==> src/wake_reset_pkg.sv <==
`default_nettype none
package wake_reset_pkg;

	// ------------------------------------------------------------
	// Register indices (byte address is four times the index)
	// ------------------------------------------------------------
	localparam logic [13:0] IDX_SUPPLY_STATE = 14'h00F9;
	localparam logic [13:0] IDX_WAKE_DURATION = 14'h2880;
	localparam logic [13:0] IDX_RESET_FLAGS = 14'h28B0;
	localparam logic [13:0] IDX_WAKE_FLAGS = 14'h28B1;
	localparam logic [13:0] IDX_WAKE_ARM = 14'h28B2;
	localparam logic [13:0] IDX_WATCHDOG = 14'h28B4;

	// ------------------------------------------------------------
	// Field positions
	// ------------------------------------------------------------
	localparam int POS_COLD_START = 7;
	localparam int POS_RESET_PIN = 6;
	localparam int POS_SOFT_RESET = 5;
	localparam int POS_WDOG_OVF = 4;
	localparam int POS_EMU_RESET = 3;
	localparam int POS_BAD_SUPPLY = 2;
	localparam int POS_TIMER_WAKE = 5;
	localparam int POS_RX_WAKE = 4;
	localparam int POS_BUTTON_WAKE = 3;
	localparam int POS_PIN4_WAKE = 2;
	localparam int POS_PIN52_WAKE = 1;
	localparam int POS_PIN55_WAKE = 0;
	localparam int POS_ARM = 5;
	localparam int POS_WDOG_RESTART = 7;
	localparam int POS_TRIM_FAST = 5;

	// ------------------------------------------------------------
	// Supply state codes and reset values
	// ------------------------------------------------------------
	localparam logic [2:0] CODE_POWER_OK = 3'h0;
	localparam logic [2:0] CODE_POWER_LOW = 3'h1;
	localparam logic [2:0] CODE_BATT_CORE_OK = 3'h2;
	localparam logic [2:0] CODE_BATT_CORE_LOW = 3'h3;
	localparam logic [2:0] CODE_BATT_FAIL = 3'h5;
	localparam logic [7:0] RST_WAKE_DURATION = 8'h00;
	localparam logic [31:0] READ_UNMAPPED = 32'h0000_0000;

	// ------------------------------------------------------------
	// Timing
	// ------------------------------------------------------------
	localparam int CLK_HZ = 50_000_000;
	localparam int TICK_PERIOD_S = 1;
	localparam int TICK_CYCLES = CLK_HZ * TICK_PERIOD_S;

	// Supply comparator group, carried together
	typedef struct packed {
		logic analog_supply_low_ok;
		logic analog_supply_high_ok;
		logic core_supply_ok;
		logic core_above_low_limit;
	} supply_cmp_t;

	// Wake timer state, Gray coded along idle -> armed -> counting
	typedef enum logic [1:0] {
		TMR_IDLE = 2'b00,
		TMR_ARMED = 2'b01,
		TMR_COUNT = 2'b11
	} timer_state_t;

endpackage
`default_nettype wire

==> src/wake_reset_status_logic.sv <==
`timescale 1ns/100ps
`default_nettype none
module wake_reset_status_logic
	import wake_reset_pkg::*;
#(
	parameter int SYNC_STAGES = 3,
	parameter int TICK_COUNT = TICK_CYCLES
) (
	input wire logic clk_sys,
	input wire logic reset_n,
	// Avalon-MM slave, byte addressed
	input wire logic [15:0] avs_address,
	input wire logic avs_read,
	input wire logic avs_write,
	input wire logic [31:0] avs_writedata,
	input wire logic [3:0] avs_byteenable,
	output logic [31:0] avs_readdata,
	output logic avs_waitrequest,
	// Supply comparators (asynchronous pins)
	input wire supply_cmp_t supply_cmp,
	// Wake inputs (asynchronous pins)
	input wire logic wake_pin_a,
	input wire logic wake_pin_b,
	input wire logic wake_pin_c,
	input wire logic push_button_input,
	input wire logic receive_input,
	// Same-clock controls from the processor and configuration
	input wire logic [2:0] wake_pin_enable,
	input wire logic sleep_command,
	input wire logic display_only_command,
	input wire logic [7:0] core_voltage_trim_fuse,
	// Reset cause pulses from the reset generator, same clock
	input wire logic reset_pin_event,
	input wire logic soft_reset_event,
	input wire logic emulator_reset_event,
	input wire logic watchdog_overflow_event,
	input wire logic cold_start_event,
	input wire logic bad_supply_event,
	// Outputs
	output logic [2:0] supply_state_code,
	output logic flash_write_inhibit,
	output logic fast_clock_clear,
	output logic wake_request,
	output logic watchdog_restart
);

	// Word index match, used by every register decode
	function automatic logic reg_hit(input logic [15:0] addr,
			input logic [13:0] idx);
		reg_hit = (addr[15:2] == idx);
	endfunction

	localparam int NUM_PINS = 9;
	localparam logic [31:0] TICK_LAST = 32'(TICK_COUNT - 1);

	// ------------------------------------------------------------
	// Input synchronisers
	// ------------------------------------------------------------
	// Pins gathered into one vector for the generate loop below
	wire logic [NUM_PINS-1:0] pin_raw;
	assign pin_raw = {supply_cmp, wake_pin_a, wake_pin_b, wake_pin_c,
		push_button_input, receive_input};

	logic [NUM_PINS-1:0] pin_clean_q;
	logic [NUM_PINS-1:0] pin_prev_q;
	genvar gi;
	generate
		for (gi = 0; gi < NUM_PINS; gi++) begin : g_sync
			logic [SYNC_STAGES-1:0] stage_q;
			// Clean value only moves once the last two stages agree,
			// so a metastable first stage is never looked at
			always_ff @(posedge clk_sys or negedge reset_n) begin
				if (!reset_n) begin
					stage_q <= '0;
					pin_clean_q[gi] <= 1'b0;
				end else begin
					stage_q <= {stage_q[SYNC_STAGES-2:0], pin_raw[gi]};
					if (stage_q[SYNC_STAGES-1] == stage_q[SYNC_STAGES-2]) begin
						pin_clean_q[gi] <= stage_q[SYNC_STAGES-1];
					end
				end
			end
		end
	endgenerate

	// Previous clean value for edge detection
	always_ff @(posedge clk_sys or negedge reset_n) begin
		if (!reset_n) begin
			pin_prev_q <= '0;
		end else begin
			pin_prev_q <= pin_clean_q;
		end
	end

	wire supply_cmp_t cmp_s;
	wire logic [2:0] wake_pin_rise;
	wire logic button_rise;
	wire logic rx_fall;
	assign cmp_s = pin_clean_q[8:5];
	assign wake_pin_rise = pin_clean_q[4:2] & ~pin_prev_q[4:2];
	assign button_rise = pin_clean_q[1] & ~pin_prev_q[1];
	// Receive idles high; a start bit is the first sign of activity
	assign rx_fall = ~pin_clean_q[0] & pin_prev_q[0];

	// ------------------------------------------------------------
	// Supply state encoding
	// ------------------------------------------------------------
	wire logic [2:0] code_d;
	wire logic on_battery;
	wire logic batt_core_low;
	assign on_battery = ~cmp_s.analog_supply_low_ok
		& ~cmp_s.analog_supply_high_ok;
	assign batt_core_low = on_battery & ~cmp_s.core_supply_ok
		& cmp_s.core_above_low_limit;
	// High comparator alone cannot occur electrically; treated as good
	assign code_d =
		(cmp_s.analog_supply_high_ok) ? CODE_POWER_OK :
		(cmp_s.analog_supply_low_ok) ? CODE_POWER_LOW :
		(cmp_s.core_supply_ok) ? CODE_BATT_CORE_OK :
		(cmp_s.core_above_low_limit) ? CODE_BATT_CORE_LOW :
		CODE_BATT_FAIL;

	logic [2:0] code_q;
	logic inhibit_q;
	logic fast_clear_q;
	// Registered so the outputs never glitch between comparator moves
	always_ff @(posedge clk_sys or negedge reset_n) begin
		if (!reset_n) begin
			code_q <= CODE_POWER_OK;
			inhibit_q <= 1'b0;
			fast_clear_q <= 1'b0;
		end else begin
			code_q <= code_d;
			inhibit_q <= batt_core_low;
			fast_clear_q <= batt_core_low
				& core_voltage_trim_fuse[POS_TRIM_FAST];
		end
	end

	// ------------------------------------------------------------
	// Bus slave
	// ------------------------------------------------------------
	logic wait_q;
	logic [31:0] rdata_q;
	wire logic bus_req;
	wire logic bus_done;
	wire logic wr_lane0;
	assign bus_req = avs_read | avs_write;
	// Transfer completes on the edge where the master sees wait low
	assign bus_done = bus_req & ~wait_q;
	assign wr_lane0 = avs_write & bus_done & avs_byteenable[0];
	wire logic wr_duration;
	wire logic wr_arm;
	wire logic wr_wdog;
	assign wr_duration = wr_lane0 & reg_hit(avs_address, IDX_WAKE_DURATION);
	assign wr_arm = wr_lane0 & reg_hit(avs_address, IDX_WAKE_ARM)
		& avs_writedata[POS_ARM];
	assign wr_wdog = wr_lane0 & reg_hit(avs_address, IDX_WATCHDOG)
		& avs_writedata[POS_WDOG_RESTART];

	// ------------------------------------------------------------
	// Wake timer
	// ------------------------------------------------------------
	timer_state_t tmr_q;
	logic [7:0] duration_q;
	logic [7:0] count_q;
	logic [31:0] div_q;
	logic expire_q;
	wire logic asleep;
	wire logic sec_tick;
	wire logic expire_d;
	assign asleep = sleep_command | display_only_command;
	assign sec_tick = (div_q == TICK_LAST);
	// Count runs duration..0, expiring on the tick after zero
	assign expire_d = (tmr_q == TMR_COUNT) & asleep & sec_tick
		& (count_q == 8'h00);

	// Duration register
	always_ff @(posedge clk_sys or negedge reset_n) begin
		if (!reset_n) begin
			duration_q <= RST_WAKE_DURATION;
		end else if (wr_duration) begin
			duration_q <= avs_writedata[7:0];
		end
	end

	// One-second divider; held while not counting so the first
	// second after sleep starts is a full one
	always_ff @(posedge clk_sys or negedge reset_n) begin
		if (!reset_n) begin
			div_q <= '0;
		end else if (tmr_q != TMR_COUNT || !asleep || sec_tick) begin
			div_q <= '0;
		end else begin
			div_q <= div_q + 32'h0000_0001;
		end
	end

	// Timer state machine
	always_ff @(posedge clk_sys or negedge reset_n) begin
		if (!reset_n) begin
			tmr_q <= TMR_IDLE;
			count_q <= 8'h00;
			expire_q <= 1'b0;
		end else begin
			expire_q <= expire_d;
			if (wr_arm) begin
				tmr_q <= TMR_ARMED;
				count_q <= duration_q;
			end else begin
				case (tmr_q)
					TMR_IDLE: begin
						tmr_q <= TMR_IDLE;
					end
					TMR_ARMED: begin
						if (asleep) begin
							tmr_q <= TMR_COUNT;
						end
					end
					TMR_COUNT: begin
						if (expire_d) begin
							tmr_q <= TMR_IDLE;
						end else if (asleep && sec_tick) begin
							count_q <= count_q - 8'h01;
						end
					end
					default: begin
						tmr_q <= TMR_IDLE;
					end
				endcase
			end
		end
	end

	// ------------------------------------------------------------
	// Wake flags
	// ------------------------------------------------------------
	logic [2:0] pin_flag_q;
	logic timer_flag_q;
	logic button_flag_q;
	logic rx_flag_q;
	logic asleep_prev_q;
	// Entering sleep clears the timer, button and receive flags;
	// a wake event in that same cycle still wins
	wire logic sleep_entry;
	assign sleep_entry = asleep & ~asleep_prev_q;

	always_ff @(posedge clk_sys or negedge reset_n) begin
		if (!reset_n) begin
			asleep_prev_q <= 1'b0;
			timer_flag_q <= 1'b0;
			button_flag_q <= 1'b0;
			rx_flag_q <= 1'b0;
		end else begin
			asleep_prev_q <= asleep;
			if (expire_d) begin
				timer_flag_q <= 1'b1;
			end else if (sleep_entry) begin
				timer_flag_q <= 1'b0;
			end
			if (asleep && button_rise) begin
				button_flag_q <= 1'b1;
			end else if (sleep_entry) begin
				button_flag_q <= 1'b0;
			end
			if (asleep && rx_fall) begin
				rx_flag_q <= 1'b1;
			end else if (sleep_entry) begin
				rx_flag_q <= 1'b0;
			end
		end
	end

	// Pin flags: set by edge, held clear when not a wake source
	generate
		for (gi = 0; gi < 3; gi++) begin : g_pin_flag
			always_ff @(posedge clk_sys or negedge reset_n) begin
				if (!reset_n) begin
					pin_flag_q[gi] <= 1'b0;
				end else if (!wake_pin_enable[gi]) begin
					pin_flag_q[gi] <= 1'b0;
				end else if (wake_pin_rise[gi]) begin
					pin_flag_q[gi] <= 1'b1;
				end
			end
		end
	endgenerate

	// Wake request to the clock controller, any source
	logic wake_q;
	wire logic wake_any;
	assign wake_any = expire_q | (asleep & (button_rise | rx_fall
		| |(wake_pin_rise & wake_pin_enable)));

	always_ff @(posedge clk_sys or negedge reset_n) begin
		if (!reset_n) begin
			wake_q <= 1'b0;
		end else begin
			wake_q <= wake_any;
		end
	end

	// ------------------------------------------------------------
	// Reset cause flags
	// ------------------------------------------------------------
	// Sticky; only a power-down of this domain clears them, so the
	// cause survives the processor reset it describes
	logic [5:0] cause_q;
	wire logic [5:0] cause_in;
	assign cause_in = {cold_start_event, reset_pin_event, soft_reset_event,
		watchdog_overflow_event, emulator_reset_event, bad_supply_event};

	always_ff @(posedge clk_sys or negedge reset_n) begin
		if (!reset_n) begin
			cause_q <= 6'h00;
		end else begin
			cause_q <= cause_q | cause_in;
		end
	end

	// ------------------------------------------------------------
	// Watchdog restart strobe
	// ------------------------------------------------------------
	logic wdog_q;
	always_ff @(posedge clk_sys or negedge reset_n) begin
		if (!reset_n) begin
			wdog_q <= 1'b0;
		end else begin
			wdog_q <= wr_wdog;
		end
	end

	// ------------------------------------------------------------
	// Read mux
	// ------------------------------------------------------------
	wire logic [7:0] wake_byte;
	wire logic [7:0] reset_byte;
	wire logic [7:0] arm_byte;
	wire logic [31:0] rdata_d;
	assign wake_byte = {2'b00, timer_flag_q, rx_flag_q, button_flag_q,
		pin_flag_q};
	assign reset_byte = {cause_q, 2'b00};
	assign arm_byte = {2'b00, (tmr_q != TMR_IDLE), 5'b00000};
	// Watchdog restart is write-only and reads as zero
	assign rdata_d =
		reg_hit(avs_address, IDX_SUPPLY_STATE) ? {29'h0, code_q} :
		reg_hit(avs_address, IDX_WAKE_DURATION) ? {24'h0, duration_q} :
		reg_hit(avs_address, IDX_RESET_FLAGS) ? {24'h0, reset_byte} :
		reg_hit(avs_address, IDX_WAKE_FLAGS) ? {24'h0, wake_byte} :
		reg_hit(avs_address, IDX_WAKE_ARM) ? {24'h0, arm_byte} :
		READ_UNMAPPED;

	// One wait state: data captured the cycle before wait drops
	always_ff @(posedge clk_sys or negedge reset_n) begin
		if (!reset_n) begin
			wait_q <= 1'b1;
			rdata_q <= 32'h0000_0000;
		end else begin
			if (bus_req && wait_q) begin
				wait_q <= 1'b0;
				rdata_q <= avs_read ? rdata_d : 32'h0000_0000;
			end else begin
				wait_q <= 1'b1;
			end
		end
	end

	// ------------------------------------------------------------
	// Outputs
	// ------------------------------------------------------------
	assign avs_readdata = rdata_q;
	assign avs_waitrequest = wait_q;
	assign supply_state_code = code_q;
	assign flash_write_inhibit = inhibit_q;
	assign fast_clock_clear = fast_clear_q;
	assign wake_request = wake_q;
	assign watchdog_restart = wdog_q;

endmodule // wake_reset_status_logic
`default_nettype wire

==> config.mk <==
export PLATFORM = sky130hd
export DESIGN_NAME = wake_reset_status_logic
export DESIGN_NICKNAME = d
export VERILOG_FILES = /design/src/wake_reset_pkg.sv /design/src/wake_reset_status_logic.sv
export SDC_FILE = /design/constraint.sdc
export NUM_CORES = 1
export LEC_CHECK = 0
export BUFFER_PORTS_ARGS = -buffer_cell sky130_fd_sc_hd__buf_2
export CAP_MARGIN = 10
export CORE_ASPECT_RATIO = 0.6
export CORE_MARGIN = 5
export CORE_UTILIZATION = 45
export CTS_BUF_LIST = sky130_fd_sc_hd__clkbuf_4 sky130_fd_sc_hd__clkbuf_8 sky130_fd_sc_hd__clkbuf_16
export DETAILED_ROUTE_END_ITERATION = 10
export PLACE_DENSITY = 0.74
export SLEW_MARGIN = 25
export SYNTH_ARGS = -nofsm -noshare
export SYNTH_HDL_FRONTEND = slang
export SYNTH_SLANG_ARGS = --single-unit
==> constraint.sdc <==
create_clock -name clk_sys -period 2.7 [get_ports clk_sys]
set_input_delay 0.135 -clock clk_sys [delete_from_list [all_inputs] [get_ports clk_sys]]
set_output_delay 0.135 -clock clk_sys [all_outputs]
set_load 0.03 [all_outputs]
# --- Word level (Yosys, flattened, before mapping) ---
# Index checks and enable logic that the tools add are counted.
classes:
  addsub: 2
  n_eq_ne: 25
  mux: 30
  bitwise: 35
  reduce_logical: 17
ops:
  columns: ["op", "count"]
  rows:
  - ["$eq A14 B14 Y1 const B", 5]
  - ["$mux W8", 8]
  - ["$add A32 B1 Y32 const B", 1]
  - ["$eq A32 B26 Y1 const B", 1]
  - ["$mux W32", 1]
  - ["$and A1 B1 Y1", 19]
  - ["$eq A14 B8 Y1 const B", 1]
  - ["$mux W3", 4]
  - ["$mux W6", 2]
  - ["$reduce_bool A2 Y1", 6]
  - ["$mux W1", 11]
  - ["$eq A1 B1 Y1", 9]
  - ["$logic_not A8 Y1", 1]
  - ["$sub A8 B1 Y8 const B", 1]
  - ["$not A1 Y1", 7]
  - ["$and A3 B3 Y3", 2]
  - ["$mux W2", 3]
  - ["$ne A2 B1 Y1 const B", 3]
  - ["$ne A3 B3 Y1 const B", 2]
  - ["$or A6 B6 Y6", 1]
  - ["$or A1 B1 Y1", 5]
  - ["$logic_and A1 B1 Y1", 4]
  - ["$ne A2 B2 Y1 const B", 2]
  - ["$pmux W2 S2", 1]
  - ["other kinds (8)", 9]
word_totals:
  regBits: 145
  elab_cells: 148

# --- Longest topological paths before layout ---
logic_depth:
  ltp_word: 8
  ltp_mapped: 9
  mapped_depth_nobuf: 6

# --- Worst setup path before layout ---
# OpenSTA, ideal clock, no wires.
synth_path:
  path_type: "register to register"
  startpoint: "register wait_q (netlist: avs_waitrequest)"
  endpoint: "register count_q[1]"
  setup_ns: 0.125
  arrival_ns: 1.835
  required_ns: 2.575
  slack_ns: 0.740
  path_stages_with_launch: 6
  n_path_buf: 1
  period_less_slack_ns: 1.960
  path_cell_list: "dfstp_2 -> nand3b_1 -> or2_2 -> or4_1 -> buf_2 -> mux2_4"
synth_between:
  elab_chain_len: 8
  elab_cells_between_ends: 11
  cone_classes: "eq/ne: 1; mux: 1; bitwise: 6; reduce/logical: 3"
synth_lines:
  columns: ["item", "line_no", "source"]
  rows:
  - ["start: declaration", "wake_reset_status_logic.sv:143", "logic wait_q;"]
  - ["start signal: assignment", "wake_reset_status_logic.sv:356", "wait_q <= 1'b1;"]
  - ["start signal: assignment", "wake_reset_status_logic.sv:360", "wait_q <= 1'b0;"]
  - ["start signal: assignment", "wake_reset_status_logic.sv:363", "wait_q <= 1'b1;"]
  - ["$not A1 Y1 (*)", "wake_reset_status_logic.sv:150", "assign bus_done = bus_req & ~wait_q;"]
  - ["$and A1 B1 Y1 (*)", "wake_reset_status_logic.sv:150", null]
  - ["$and A1 B1 Y1 (*) (2 in series)", "wake_reset_status_logic.sv:151", "assign wr_lane0 = avs_write & bus_done & avs_byteenable[0];"]
  - ["$and A1 B1 Y1 (*)", "wake_reset_status_logic.sv:156", "assign wr_arm = wr_lane0 & reg_hit(avs_address, IDX_WAKE_ARM)"]
  - ["$and A1 B1 Y1 (*)", "wake_reset_status_logic.sv:157", "& avs_writedata[POS_ARM];"]
  - ["$ne A2 B2 Y1 (no source line) / $reduce_bool A2 Y1 (equally long branches)", null, null]
  - ["$reduce_and A3 Y1 (no source line)", null, null]
  - ["end signal: assignment", "wake_reset_status_logic.sv:209", "count_q <= duration_q;"]
  - ["end signal: assignment", "wake_reset_status_logic.sv:224", "count_q <= count_q - 8'h01;"]
  - ["end: declaration", "wake_reset_status_logic.sv:166", "logic [7:0] count_q;"]
# Mark *: on every way between the ends. The rest lies on a longest branch, timed or not.
# A chain may end at the register's enable or synchronous reset.

# --- Worst setup path after layout ---
layout_path:
  startpoint: "register div_q[7]"
  endpoint: "register div_q[19]"
layout_between:
  elab_chain_len: 3
  elab_cells_between_ends: 4
  cone_classes: "add/sub: 1; eq/ne: 1; mux: 1; reduce/logical: 1"
layout_lines:
  columns: ["item", "line_no", "source"]
  rows:
  - ["start: declaration", "wake_reset_status_logic.sv:167", "logic [31:0] div_q;"]
  - ["start signal: assignment", "wake_reset_status_logic.sv:195", "div_q <= div_q + 32'h0000_0001;"]
  - ["parallel branches: the longest is 2 deep, another holds $add A32 B1 Y32", null, null]
  - ["$mux W32 (*)", "wake_reset_status_logic.sv:192", "end else if (tmr_q != TMR_COUNT || !asleep || sec_tick) begin"]
# Every way passes the cells marked *.

==> qor.txt <==
Status = finished, final reports clean
Hold path endpoint = asleep_prev_q
Post-synthesis sequential area ratio = 57.2%
Synth area leaders = dfrtp_1 57%, buf_4 3.7%, nor2_1 3.5%
Period utilisation layout = 91.1%
Row cnt = 30
# nets final = 654
Vias per cell = 5.29
Worst R2R Start = div_q[7]
Drt drc = 0
Post-synth EDFFs = 0
Clock Sinks = 121
PwrDens = 683 nW/um^2
Critical path startpoint category = flop
Initial antenna violation count = 0
Ys async rst share = 100%
Setup violations, final = 0
Maxcap violations = 0
CTS tree = built
Post-Route WL = 12.3 mm
Syn Area/Cell = 11.6 um^2
Clk_skew = 0.00831 ns
Antenna-violating nets left = 0
FMAX = 0.407 GHz
DR iter-0 viols = 295
Die footprint = 14100 um^2
Ys flop type = dfrtp_1
First-pass GRT wire length = 20.6 mm
Final Cell Area = 6650 um^2
H-tree depth = 4
Worst-path clk slew = 0.06 ns
Netlist Area Pre-Place = 5290 um^2
Starting Density = 46.4%
GRT Util Overall = 18.9%
P&R area growth vs syn = 25.6%
Setup TNS = 0 ns
Pin count of the biggest net entering global routing = 56
Final Max Slew Viols = 0
RD Place Congestion = 0.872
Die width = 150 um
Final min period = 2.46 ns
Cells after synthesis = 456
Leak pwr = 2.95 nW
Via Count = 3912
DP HPWL = 8.71 mm
Distinct cells, synth = 65
R2r setup slk = 0.24 ns
Placed cell area = 5730 um^2
WP data required = 2.97 ns
Register area = 3030 um^2
Congestion Overflow GR = 0
CTS root buffer = clkbuf_16
Fill cells = 921
Layout cells sized above 1 = 24.5%
Yosys Warn Count = 0
RSZ-0062 raised after global routing = no
TritonCTS Buffers = 17
Die Ht = 94.0 um
DR WL/cell = 16.6 um
Worst Hold Class = in2reg
Number of port buffers = 63
Worst-Skew Late Latency = 0.41 ns
Area leader, netlist = dfrtp_1
# Post-CTS Setup Buffers = 0
VDD IR max = 421 uV
Reg2reg path depth = 5
Post_cts resized = 0
Worst R2R End = div_q[19]
Area occupied by multi-input gates = 2080 um^2
Post-cts hold buffer count = 30
Core Box Area = 11400 um^2
Hold path depth = 3
Least-Margin Pin Slew = 0.824 ns
Worst-path fanout max = 29
Critical path endpoint category = flop
Ant diodes = 0
Detailed Routing Iterations Pass 1 = 5
Min-delay src = sleep_command
IO Count = 124
Vias in the first global route = 4075
Worst EP arrival = 2.73 ns
Critical path class = reg2reg
Max clock buf depth = 2
Post-synth top area share = 56.8%
WHS = 0.0671 ns
Hold Vio Cnt, Final = 0
Relative slew slack = 44.7%
Synth Register Bits = 121
[critical path, stage by stage, from the launching register on]
cell and delay, ns:
dfrtp_1 0.45, nor4_1 0.45, nand4_2 0.36, nor3_1 0.36, or2_2 0.56, nor2_1 0.12
[stage by stage]
| step | power, mW | util (%) | setup WS, ns | std cells |
|---|---|---|---|---|
| after CTS | 4.58 | 58.2 | 0.233 | 740 |
| after global placement | 2.17 | 50.2 | 0.344 | 678 |
| after global routing | 4.69 | 58.2 | 0.0836 | 740 |
| after detailed placement | 2.19 | 50.2 | 0.292 | 678 |
| final | 4.54 | 58.2 | 0.241 | 740 |
| after floorplan | 2.09 | - | 0.740 | 479 |
[area by class of cell]
type | count | share of cell area [%]
well taps | 160 | 3.01
clock buffers | 18 | 6.51
clock inverters | 14 | 2.79
repair buffers | 102 | 10.3
inverters | 8 | 0.452
flip-flops and latches | 121 | 45.6
multi-input cells | 317 | 31.3
[worst max-delay path by stage]
stage | startpoint | to | depth (start not counted)
floorplan | avs_waitrequest | count_q[1] | 5
CTS | div_q[7] | div_q[12] | 5
global route | div_q[7] | div_q[12] | 5
finish | div_q[7] | div_q[19] | 5
global placement | div_q[7] | div_q[15] | 5
detailed placement | div_q[7] | div_q[12] | 5
[synthesized netlist by cell type, types with 2 or more instances]
library cell	number
inv_1	8
or3_1	3
o31ai_1	3
ha_1	3
o211ai_1	2
nand4_2	2
and3_1	6
a32oi_1	4
nand3b_1	3
nor4_1	12
and2_1	4
maj3_1	9
nand2b_1	3
xnor2_1	14
buf_2	6
mux2_2	11
nand3_1	23
nor4b_1	2
buf_4	26
nor4_4	3
nand4_1	15
nor2_1	50
nor3_1	8
or2_2	8
and4_1	4
dfrtp_1	120
nand2_1	21
or4_1	2
a221o_1	2
a21oi_1	14
o21ai_0	9
nor2b_1	4
xor2_1	17
nor2_2	2
o21a_1	3
[where the power goes]
group,switching [mW],internal [mW]
clock,0.865,1.48
combinational,0.176,0.0980
sequential,0.0358,1.88
[routing by layer]
layer,global-route usage (%),up-vias,routed length (um)
met3,6.56,20,1050
met2,27.5,161,5320
met5,0,-,0
li1,-,1801,-
met4,7.61,0,176
met1,25.8,1930,5730
[flip-flops by register name (all words and copies together) (netlist names), 2 cells and up]
name / count
div_q: 32
g_sync.stage_q: 27
avs_readdata: 8
count_q: 8
duration_q: 8
cause_q: 6
pin_clean_q: 5
pin_prev_q: 5
cmp_s: 4
pin_flag_q: 3
supply_state_code: 3
tmr_q: 2
[kinds of logic after synthesis]
logic type      after synthesis  synth area share, %
compound gates               50                 6.38
xor+xnor                     31                 5.13
fa+ha+maj                    12                 2.41
buf+inv                      41                 5.04
flops                       121                 57.2
mux                          13                 2.81
other cells                   1               0.0709
simple gates                187                 20.9
[placed cells by master, fill, tap and decap left out, types with 4 or more instances in the layout]
cell type	count
nand4_1	15
nor4_1	12
a32oi_1	4
mux2_2	11
xnor2_1	14
xor2_1	17
inv_1	8
nand3_1	23
nand2_1	21
and4_1	4
nor2b_1	4
dlygate4sd3_1	30
nor3_1	8
inv_6	5
clkbuf_16	17
a21oi_1	14
conb_1	24
and3_1	6
and2_1	4
nor2_1	50
maj3_1	9
or2_2	8
buf_2	62
o21ai_0	9
dfrtp_1	120
buf_4	10
Power figures use the tool's default switching activity.
